[config.mk]
export PLATFORM = sky130hd
export DESIGN_NAME = duaic_top
export DESIGN_NICKNAME = d
export VERILOG_FILES = /design/src/rtl/duaic_pkg.sv /design/src/rtl/duaic_top.sv
export VERILOG_INCLUDE_DIRS = /design/src /design/src/rtl
export SDC_FILE = /design/constraint.sdc
export NUM_CORES = 1
export LEC_CHECK = 0
export BUFFER_PORTS_ARGS = -buffer_cell sky130_fd_sc_hd__buf_2
export CORE_MARGIN = 3
export CORE_UTILIZATION = 54
export CTS_CLUSTER_DIAMETER = 150
export DETAILED_ROUTE_END_ITERATION = 10
export GPL_TIMING_DRIVEN = 0
export MAX_ROUTING_LAYER = met4
export PLACE_DENSITY_LB_ADDON = 0.1
export SYNTH_ARGS = -nofsm -noshare
export SYNTH_HDL_FRONTEND = slang
export SYNTH_SLANG_ARGS = --single-unit
[constraint.sdc]
create_clock -name mclk_i -period 5 [get_ports mclk_i]
set_input_delay 0.5 -clock mclk_i [delete_from_list [all_inputs] [get_ports mclk_i]]
set_output_delay 0.5 -clock mclk_i [all_outputs]
set_load 0.02 [all_outputs]
[src/rtl/duaic_cfg.svh]
`ifndef DUAIC_CFG_SVH
`define DUAIC_CFG_SVH
// Byte addresses: word index times four
`define DUAIC_IDX_MASKED 4'h2
`define DUAIC_IDX_STATUS 4'h5
`define DUAIC_IDX_VECTOR 4'hc
`define DUAIC_IDX_OPSET 4'he
`define DUAIC_IDX_CHANGE 4'h4
`define DUAIC_IDX_CMD_A 4'h2
`define DUAIC_IDX_CMD_B 4'ha
`define DUAIC_IDX_AUX 4'h4
`define DUAIC_IDX_MODE 4'hf
`define DUAIC_CMD_STANDBY_OR_IUS 4'hc
`define DUAIC_CMD_ACTIVE_OR_ZMODE 4'hd
`define DUAIC_CMD_RST_BREAK 4'h5
`define DUAIC_VECTOR_RESET 8'h0f
`define DUAIC_BIT_INCHG 7
`define DUAIC_BIT_BRK_B 6
`define DUAIC_BIT_BRK_A 2
`endif

[src/rtl/duaic_pkg.sv]
package duaic_pkg;
    typedef enum logic [1:0] {
        DUAIC_ST_ACTIVE = 2'b00,
        DUAIC_ST_STANDBY = 2'b01
    } duaic_power_t;
endpackage : duaic_pkg

[src/rtl/duaic_top.sv]
// Design decision made here: register access over APB.
`timescale 1ns/10ps
`include "duaic_cfg.svh"
// How it works
// - Channel A command 1100 enters standby; power-down output goes high.
// - Standby ends only by reset or the set-active command.
// - Channel A command 1101 returns device to normal operation.
// - Channel B 1100 in vectored mode clears in-service latch; daisy output high.
// - Channel B command 1101 switches into vectored interrupt mode.
// - Read of index 0E pulses counter start, returns zero data.
// - Write of index 0E sets output-port bits where data is one.
// - Output pins present inverted output-port bits.
// - Active-low interrupt request output for all eight conditions.
// - Status register holds eight condition flags in fixed order; only bits 6 and 7 are sticky.
// - Status bit 7 sets on level change of enabled input pins 0-3.
// - Reading the input change report clears status bit 7.
// - Change report gives changed pins and present levels.
// - Status bit 6 sets on channel B break start or end.
// - Status bit 6 clears only by channel B reset-break-change command.
// - Masked status reads as status AND mask.
// - Mask bit one enables its condition; mask is write-only.
// - Vector register is plain read/write byte outside vectored mode.
module duaic_top
    import duaic_pkg::*;
(
    input wire logic mclk_i,
    input wire logic rst_b_i,
    input wire logic psel_i,
    input wire logic penable_i,
    input wire logic pwrite_i,
    input wire logic [7:0] paddr_i,
    input wire logic [31:0] pwdata_i,
    output logic [31:0] prdata_o,
    output logic pready_o,
    output logic pslverr_o,
    input wire logic tx_ready_ch_a_i,
    input wire logic rx_ready_or_full_ch_a_i,
    input wire logic tx_ready_ch_b_i,
    input wire logic rx_ready_or_full_ch_b_i,
    input wire logic counter_ready_i,
    input wire logic break_change_a_i,
    input wire logic received_break_b_i,
    input wire logic [3:0] input_pin_i,
    input wire logic in_service_set_i,
    output logic irq_request_n_o,
    output logic daisy_enable_out_o,
    output logic standby_o,
    output logic vectored_mode_o,
    output logic counter_start_o,
    output logic [7:0] output_pin_o
);
    logic [7:0] status_q, status_d;
    logic [7:0] mask_q;
    logic [7:0] vector_q;
    logic [7:0] out_port_bits_q;
    logic [3:0] aux_control_q;
    logic [3:0] pin_q, delta_q, delta_d;
    logic rb_b_q;
    logic in_service_q;
    duaic_power_t power_q;
    logic zmode_q;
    logic [31:0] rdata_q;
    logic start_q;
    logic ready_q;
    logic slverr_q;

    function automatic logic hit(input logic [7:0] a, input logic [3:0] idx);
        hit = (a[7:6] == 2'b00) && (a[5:2] == idx) && (a[1:0] == 2'b00);
    endfunction : hit

    wire acc = psel_i && penable_i && !ready_q;
    wire wr = acc && pwrite_i;
    wire rd = acc && !pwrite_i;
    wire [3:0] cmd = pwdata_i[7:4];
    wire wr_cmd_a = wr && hit(paddr_i, `DUAIC_IDX_CMD_A);
    wire wr_cmd_b = wr && hit(paddr_i, `DUAIC_IDX_CMD_B);
    wire rd_change = rd && hit(paddr_i, `DUAIC_IDX_CHANGE);
    wire [7:0] masked = status_q & mask_q;
    wire [3:0] pin_diff = input_pin_i ^ pin_q;
    wire pin_event = |(pin_diff & aux_control_q);
    wire brk_b_event = received_break_b_i ^ rb_b_q;
    wire clr_brk_b = wr_cmd_b && (cmd == `DUAIC_CMD_RST_BREAK);
    wire sel_masked = hit(paddr_i, `DUAIC_IDX_MASKED);
    wire sel_status = hit(paddr_i, `DUAIC_IDX_STATUS);
    wire sel_vector = hit(paddr_i, `DUAIC_IDX_VECTOR);
    wire sel_opset = hit(paddr_i, `DUAIC_IDX_OPSET);
    wire sel_change = hit(paddr_i, `DUAIC_IDX_CHANGE);
    wire sel_cmd_a = hit(paddr_i, `DUAIC_IDX_CMD_A);
    wire sel_cmd_b = hit(paddr_i, `DUAIC_IDX_CMD_B);
    wire sel_mode = hit(paddr_i, `DUAIC_IDX_MODE);
    wire mapped = sel_masked || sel_status || sel_vector || sel_opset || sel_change
        || sel_cmd_a || sel_cmd_b || sel_mode;
    wire wr_mask = wr && sel_status;
    wire wr_vector = wr && sel_vector;
    wire wr_opset = wr && sel_opset;
    wire wr_mode = wr && sel_mode;
    wire rd_opset = rd && sel_opset;
    wire set_zmode = wr_cmd_b && (cmd == `DUAIC_CMD_ACTIVE_OR_ZMODE);
    wire clr_in_service = wr_cmd_b && (cmd == `DUAIC_CMD_STANDBY_OR_IUS) && zmode_q;

    // Level-type sources follow their inputs; sticky bits let a set beat a clear
    always_comb begin
        status_d = status_q;
        status_d[0] = tx_ready_ch_a_i;
        status_d[1] = rx_ready_or_full_ch_a_i;
        status_d[3] = counter_ready_i;
        status_d[4] = tx_ready_ch_b_i;
        status_d[5] = rx_ready_or_full_ch_b_i;
        status_d[`DUAIC_BIT_BRK_A] = break_change_a_i;
        if (rd_change) begin
            status_d[`DUAIC_BIT_INCHG] = 1'b0;
        end
        if (pin_event) begin
            status_d[`DUAIC_BIT_INCHG] = 1'b1;
        end
        if (clr_brk_b) begin
            status_d[`DUAIC_BIT_BRK_B] = 1'b0;
        end
        if (brk_b_event) begin
            status_d[`DUAIC_BIT_BRK_B] = 1'b1;
        end
    end

    // Report deltas accumulate until read; a new change in the read cycle survives
    always_comb begin
        delta_d = delta_q | pin_diff;
        if (rd_change) begin
            delta_d = pin_diff;
        end
    end

    wire [31:0] rdata_d =
        sel_status ? {24'h0000_00, status_q} :
        sel_masked ? {24'h0000_00, masked} :
        sel_vector ? {24'h0000_00, vector_q} :
        sel_change ? {24'h0000_00, delta_q, input_pin_i} :
        sel_mode ? {30'h0, zmode_q, power_q == DUAIC_ST_STANDBY} :
        32'h0000_0000;

    always_ff @(posedge mclk_i or negedge rst_b_i) begin
        if (!rst_b_i) begin
            status_q <= 8'h00;
        end else begin
            status_q <= status_d;
        end
    end

    always_ff @(posedge mclk_i or negedge rst_b_i) begin
        if (!rst_b_i) begin
            delta_q <= 4'h0;
        end else begin
            delta_q <= delta_d;
        end
    end

    // Pin history starts low; all pins are disabled at reset, so no false change
    always_ff @(posedge mclk_i or negedge rst_b_i) begin
        if (!rst_b_i) begin
            pin_q <= 4'h0;
        end else begin
            pin_q <= input_pin_i;
        end
    end

    always_ff @(posedge mclk_i or negedge rst_b_i) begin
        if (!rst_b_i) begin
            rb_b_q <= 1'b0;
        end else begin
            rb_b_q <= received_break_b_i;
        end
    end

    // Bus side: one wait state so every answer comes from a flip-flop
    always_ff @(posedge mclk_i or negedge rst_b_i) begin
        if (!rst_b_i) begin
            ready_q <= 1'b0;
        end else begin
            ready_q <= acc;
        end
    end

    always_ff @(posedge mclk_i or negedge rst_b_i) begin
        if (!rst_b_i) begin
            rdata_q <= 32'h0000_0000;
        end else begin
            rdata_q <= rd ? rdata_d : 32'h0000_0000;
        end
    end

    // Error is registered alongside the data so the output cannot glitch with paddr
    always_ff @(posedge mclk_i or negedge rst_b_i) begin
        if (!rst_b_i) begin
            slverr_q <= 1'b0;
        end else begin
            slverr_q <= acc && !mapped;
        end
    end

    always_ff @(posedge mclk_i or negedge rst_b_i) begin
        if (!rst_b_i) begin
            start_q <= 1'b0;
        end else begin
            start_q <= rd_opset;
        end
    end

    // Write-only mask shares its address with the read-only status
    always_ff @(posedge mclk_i or negedge rst_b_i) begin
        if (!rst_b_i) begin
            mask_q <= 8'h00;
        end else if (wr_mask) begin
            mask_q <= pwdata_i[7:0];
        end
    end

    always_ff @(posedge mclk_i or negedge rst_b_i) begin
        if (!rst_b_i) begin
            vector_q <= `DUAIC_VECTOR_RESET;
        end else if (wr_vector) begin
            vector_q <= pwdata_i[7:0];
        end
    end

    always_ff @(posedge mclk_i or negedge rst_b_i) begin
        if (!rst_b_i) begin
            out_port_bits_q <= 8'h00;
        end else if (wr_opset) begin
            out_port_bits_q <= out_port_bits_q | pwdata_i[7:0];
        end
    end

    always_ff @(posedge mclk_i or negedge rst_b_i) begin
        if (!rst_b_i) begin
            aux_control_q <= 4'h0;
        end else if (wr_mode) begin
            aux_control_q <= pwdata_i[11:8];
        end
    end

    // Codes 1110 and 1111 fall through the default arm untouched
    always_ff @(posedge mclk_i or negedge rst_b_i) begin
        if (!rst_b_i) begin
            power_q <= DUAIC_ST_ACTIVE;
        end else if (wr_cmd_a) begin
            case (cmd)
                `DUAIC_CMD_STANDBY_OR_IUS: power_q <= DUAIC_ST_STANDBY;
                `DUAIC_CMD_ACTIVE_OR_ZMODE: power_q <= DUAIC_ST_ACTIVE;
                default: power_q <= power_q;
            endcase
        end
    end

    // Vectored mode has no leaving command; only reset ends it
    always_ff @(posedge mclk_i or negedge rst_b_i) begin
        if (!rst_b_i) begin
            zmode_q <= 1'b0;
        end else if (set_zmode) begin
            zmode_q <= 1'b1;
        end
    end

    // A set in the same cycle as a clear wins, so no acknowledge is lost
    always_ff @(posedge mclk_i or negedge rst_b_i) begin
        if (!rst_b_i) begin
            in_service_q <= 1'b0;
        end else if (in_service_set_i && zmode_q) begin
            in_service_q <= 1'b1;
        end else if (clr_in_service) begin
            in_service_q <= 1'b0;
        end
    end

    always_ff @(posedge mclk_i or negedge rst_b_i) begin
        if (!rst_b_i) begin
            irq_request_n_o <= 1'b1;
        end else begin
            irq_request_n_o <= ~|(status_d & mask_q);
        end
    end

    always_ff @(posedge mclk_i or negedge rst_b_i) begin
        if (!rst_b_i) begin
            daisy_enable_out_o <= 1'b1;
        end else begin
            daisy_enable_out_o <= ~in_service_q;
        end
    end

    always_ff @(posedge mclk_i or negedge rst_b_i) begin
        if (!rst_b_i) begin
            standby_o <= 1'b0;
        end else begin
            standby_o <= (power_q == DUAIC_ST_STANDBY);
        end
    end

    always_ff @(posedge mclk_i or negedge rst_b_i) begin
        if (!rst_b_i) begin
            vectored_mode_o <= 1'b0;
        end else begin
            vectored_mode_o <= zmode_q;
        end
    end

    always_ff @(posedge mclk_i or negedge rst_b_i) begin
        if (!rst_b_i) begin
            output_pin_o <= 8'hff;
        end else begin
            output_pin_o <= ~out_port_bits_q;
        end
    end

    assign prdata_o = rdata_q;
    assign pready_o = ready_q;
    assign pslverr_o = slverr_q;
    assign counter_start_o = start_q;
endmodule : duaic_top

# Yosys cells after proc, flatten, opt, wreduce, memory -nomap -nowiden
# Cells that the tools add are included.
# Widths: inputs -> output; s select.
# totals
word_cells	104
out_inout_bits	47
regBits	72
# op_classes
n_eq_ne	11
bitwise_logic	9
reduce_logical	50
mux	14
# op_table
operator	count
$mux 8	5
$logic_and 1x1->1	32
$eq 4x4->1 const B	6
$and 8x8->8	2
$eq 4x3->1 const B	3
$not 8->8	1
$or 8x8->8	1
$reduce_or 8->1	1
$logic_or 1x1->1	7
$mux 1	6
$and 4x4->4	1
$eq 4x2->1 const B	1
$logic_not 1->1	4
$logic_not 2->1	2
$mux 4	1
$or 4x4->4	1
$pmux 2 s2	1
$reduce_bool 2->1	2
$reduce_or 4->1	1
$xor 4x4->4	1
$eq 2x1->1 const B	1
$mux 2	1
$reduce_and 2->1	1
$not 1->1	1
$xor 1x1->1	1

# Depth between registers and ports, before layout
# depth
ltp_word	12
depth_mapped	6
mapped_depth_nobuf	5

# Worst setup path before layout
# OpenSTA, ideal clock, no wires.
# synth_path
path_type	input-to-reg
startpoint	input port paddr_i[2]
endpoint	register vector_q[4]
cell_stages	4
path_buffers	1
setup_time_ps	125
path_slack_ps	3020
t_arrival_ps	1855
t_required_ps	4875
cell_sequence	or3_1 buf_6 nor4_4 mux2_2
# synth_between
elab_chain_cells	4
# synth_lines
item	line_no	rtl
from (decl)	duaic_top.sv:31	input wire logic [7:0] paddr_i,
$eq 4x4->1	duaic_top.sv:68	hit = (a[7:6] == 2'b00) && (a[5:2] == idx) && (a[1:0] == 2'b00);
$logic_and 1x1->1 (2 in series)	duaic_top.sv:68	
$logic_and 1x1->1	duaic_top.sv:94	wire wr_vector = wr && sel_vector;
to (signal assigned)	duaic_top.sv:218	vector_q <= `DUAIC_VECTOR_RESET;
to (signal assigned)	duaic_top.sv:220	vector_q <= pwdata_i[7:0];
to (decl)	duaic_top.sv:54	logic [7:0] vector_q;
# Every way passes these cells.
# A chain may end at the register's enable or synchronous reset.

# Worst setup path after layout
# layout_path
startpoint	input port paddr_i[7]
endpoint	register out_port_bits_q[4]
# layout_between
elab_chain_cells	4
# layout_lines
item	line_no	rtl
$logic_not 2->1	duaic_top.sv:68	
$logic_and 1x1->1 (2 in series)	duaic_top.sv:68	
$logic_and 1x1->1	duaic_top.sv:95	wire wr_opset = wr && sel_opset;
to (signal assigned)	duaic_top.sv:228	out_port_bits_q <= out_port_bits_q | pwdata_i[7:0];
to (decl)	duaic_top.sv:55	logic [7:0] out_port_bits_q;
# Every way passes these cells.

==> flow_metrics.py <==
metrics = {
    "route": {
        "wl_met3_um": 459,
        "drcViolationCount": 0,
        "highest_layer": "met4",
        "viasPerCell": 5.20,
        "vias": 2272,
        "wirelength_um": 6940,
        "wl_per_cell_um": 15.9,
        "met2_length_um": 3260,
        "dr.pass1.iters": 5,
        "drtIter0Drc": 132,
        "ant_nets": 0,
        "drt-met1-wl_um": 3100,
    },
    "floorplan": {
        "initial_core_util_pct": 56.6,
        "die-area_mm2": 0.00679,
        "core_area_mm2": 0.00557,
        "die_h_um": 82.4,
        "io_pins": 104,
        "die_w_um": 82.4,
        "rows": 27,
    },
    "cts": {
        "clk_pin_slew_ps": 80,
        "postCtsSetupRepairBufs": 0,
        "worstSkewPairLatency_ps": 350,
        "clock_path_buffers": 2,
        "cts.sinks": 71,
        "hold_buffers": 0,
        "cts_resized": 0,
        "cts_buffers": 9,
        "htreeDepth": 3,
        "cts_tree": "built",
        "cts-root-buf": "clkbuf_8",
    },
    "synth": {
        "netlist_area_mm2": 0.00315,
        "syn_inst": 268,
        "yosysSeqAreaShare_pct": 56.9,
        "postSynthAreaPerCell_um2": 11.8,
        "yosysUniqueCellTypes": 45,
        "yosysWarnings": 0,
        "ys_ff_latch": 71,
    },
    "final_layout": {
        "final_nets": 417,
        "final_cell_mix": "61 x buf_2, 57 x dfrtp_1, 26 x buf_4, 24 x conb_1, 21 x mux2_2",
        "area_delta_synth_final_pct": 21.5,
        "layout-drive-gt1-share_pct": 38.6,
        "layout_commonest_cell": "buf_2",
        "diodes": 0,
    },
    "grt": {
        "grt_pass1_wl_um": 10900,
        "grt_use_total_pct": 22.9,
        "grt_max_degree": 72,
        "grt_pass1_vias": 2178,
        "antenna_found_initial": 0,
        "overflow": 0,
    },
    "timing": {
        "fin_skew_ps": 8.65,
        "slew_violations": 0,
        "period_minus_slack_ps": 2080,
        "period_share_pct": 41.6,
        "slew_headroom_pct": 30.8,
        "rsz0062_at_grt": "no",
        "max_freq_mhz": 481,
        "hold_viol": 0,
        "worst_pin_slew_ps": 1030,
        "fin_ws_ps": 2920,
        "setup_violations": 0,
        "worst_hold_slack_ps": 252,
        "setup-tns-final_ps": 0,
    },
    "place": {
        "place_hpwl_um": 5130,
        "port_buffers": 58,
        "post-place-ws_ps": 2520,
        "gp_congestion": 0.930,
    },
    "setup_path": {
        "worstSetupPathType": "in -> reg",
        "reg2reg_slack_ps": 3010,
        "cp-end-kind": "flop",
        "crit_arrival_ps": 2380,
        "crit_fanout": 8,
        "startpoint_type": "input port",
        "worstPathRequired_ps": 5300,
    },
    "pwr": {
        "ir_drop_mv": 0.218,
        "p_leak_nw": 1.91,
        "power_mw": 1.19,
        "p_per_area_mw_per_mm2": 309,
    },
    "status": {
        "status": "completed",
    },
    "min_path": {
        "min_path_type": "in -> async",
    },
    "run": {
        "cap_violations": 0,
    },
}
==> sequential cells by signal (all words and copies together), names as in the netlist <==
| signal | count |
|---|---|
| pready_o | 1 |
| standby_o | 1 |
| pslverr_o | 1 |
| pin_q | 4 |
| status_q | 8 |
| vectored_mode_o | 1 |
| power_q | 1 |
| rb_b_q | 1 |
| counter_start_o | 1 |
| prdata_o | 8 |
| delta_q | 4 |
| aux_control_q | 4 |
| in_service_q | 1 |
| out_port_bits_q | 8 |
| zmode_q | 1 |
| mask_q | 8 |
| output_pin_o | 8 |
| irq_request_n_o | 1 |
| vector_q | 8 |
| daisy_enable_out_o | 1 |
==> cell type report <==
cell class                      count  area, um^2
Clock buffer                       14         173
Timing Repair Buffer               58         293
Inverter                           18        67.6
Tap cell                           72        90.1
Multi-Input combinational cell    170        1150
Buffer                             32         226
Fill cell                         431        1740
Sequential cell                    71        1790
Clock inverter                      2        37.5
==> where the power goes <==
part	internal, mW	leakage (nW)	switching (mW)	total, mW
Combinational	0.0412	0.938	0.0712	0.112
Sequential	0.589	0.871	0.00702	0.596
Clock	0.272	0.103	0.206	0.477
==> worst paths after layout <==
path,start,endpoint,cells past startpoint
worst min register to register,in_service_q,daisy_enable_out_o,1
max in group asynchronous,rst_b_i,prdata_o[3],1
worst min-delay path,rst_b_i,in_service_q,1
worst max register to register,pready_o,irq_request_n_o,5
min in group mclk_i,break_change_a_i,status_q[2],1
worst max-delay path,paddr_i[7],out_port_bits_q[4],5
==> cells in the mapped netlist <==
| library cell | instances | share of area (%) |
|---|---|---|
| a21o_1 | 13 | 3.1 |
| nor3_1 | 3 | 0.48 |
| nand2_1 | 12 | 1.4 |
| xor2_1 | 5 | 1.4 |
| nor4bb_1 | 1 | 0.32 |
| o21ai_0 | 4 | 0.63 |
| nor2_1 | 4 | 0.48 |
| or4_1 | 2 | 0.48 |
| mux2_2 | 21 | 7.5 |
| nor3_4 | 1 | 0.52 |
| nor2b_1 | 3 | 0.60 |
| and2_1 | 2 | 0.40 |
| nand3_1 | 18 | 2.9 |
| nand3b_1 | 2 | 0.48 |
| clkbuf_1 | 2 | 0.24 |
| nor3_2 | 1 | 0.32 |
| buf_2 | 4 | 0.63 |
| or3_1 | 3 | 0.60 |
| o21a_1 | 7 | 1.7 |
| o31ai_1 | 2 | 0.48 |
| nand4b_1 | 2 | 0.56 |
| a21boi_0 | 2 | 0.48 |
| nor4_4 | 1 | 0.67 |
| nand4_1 | 6 | 1.2 |
| conb_1 | 1 | 0.12 |
| a22o_1 | 2 | 0.56 |
| nand2b_1 | 1 | 0.20 |
| a22oi_1 | 3 | 0.71 |
| dfrtp_1 | 57 | 45 |
| o211a_1 | 1 | 0.32 |
| dfstp_2 | 14 | 12 |
| buf_4 | 25 | 6.0 |
| nor3b_1 | 1 | 0.24 |
| a2111oi_0 | 2 | 0.56 |
| a21oi_1 | 7 | 1.1 |
| a221oi_1 | 2 | 0.56 |
| or2_2 | 1 | 0.20 |
| and4b_1 | 1 | 0.32 |
| nor4_1 | 2 | 0.40 |
| a211o_1 | 1 | 0.28 |
| o2111a_1 | 1 | 0.36 |
| o41ai_1 | 1 | 0.28 |
| inv_1 | 18 | 2.1 |
| buf_6 | 1 | 0.36 |
| o22ai_1 | 5 | 0.99 |
==> critical path: stages <==
cell,delay [ps]
buf_2,130
nor2_1,430
nand3_1,250
nor3_1,840
a21o_1,230
==> routing by layer <==
metal	up-vias	GRT usage [%]
met5	-	-
met4	0	10.1
met3	10	5.31
met2	80	34.1
met1	1091	30.1
li1	1091	-
==> through the flow <==
step	util (%)	instance area, um^2	cells
finish	68.8	3830	437
global route	68.8	3830	437
CTS	68.8	3830	437
detailed placement	65.0	3620	421
global placement	64.9	3620	421
floorplan	-	3240	291
==> kinds of logic (layout without fill, tap and decap cells) <==
kind of cell	after synthesis	count (layout)	synth area share, %
buffers and inverters	50	124	9.33
xor gates and xnor gates	5	5	1.39
AOI/OAI and AO/OA	53	53	12.1
and+or+nand+nor	67	67	12.7
muxes	21	21	7.50
DFF	71	71	56.9
other	1	24	0.119
Power figures use the tool's default switching activity.
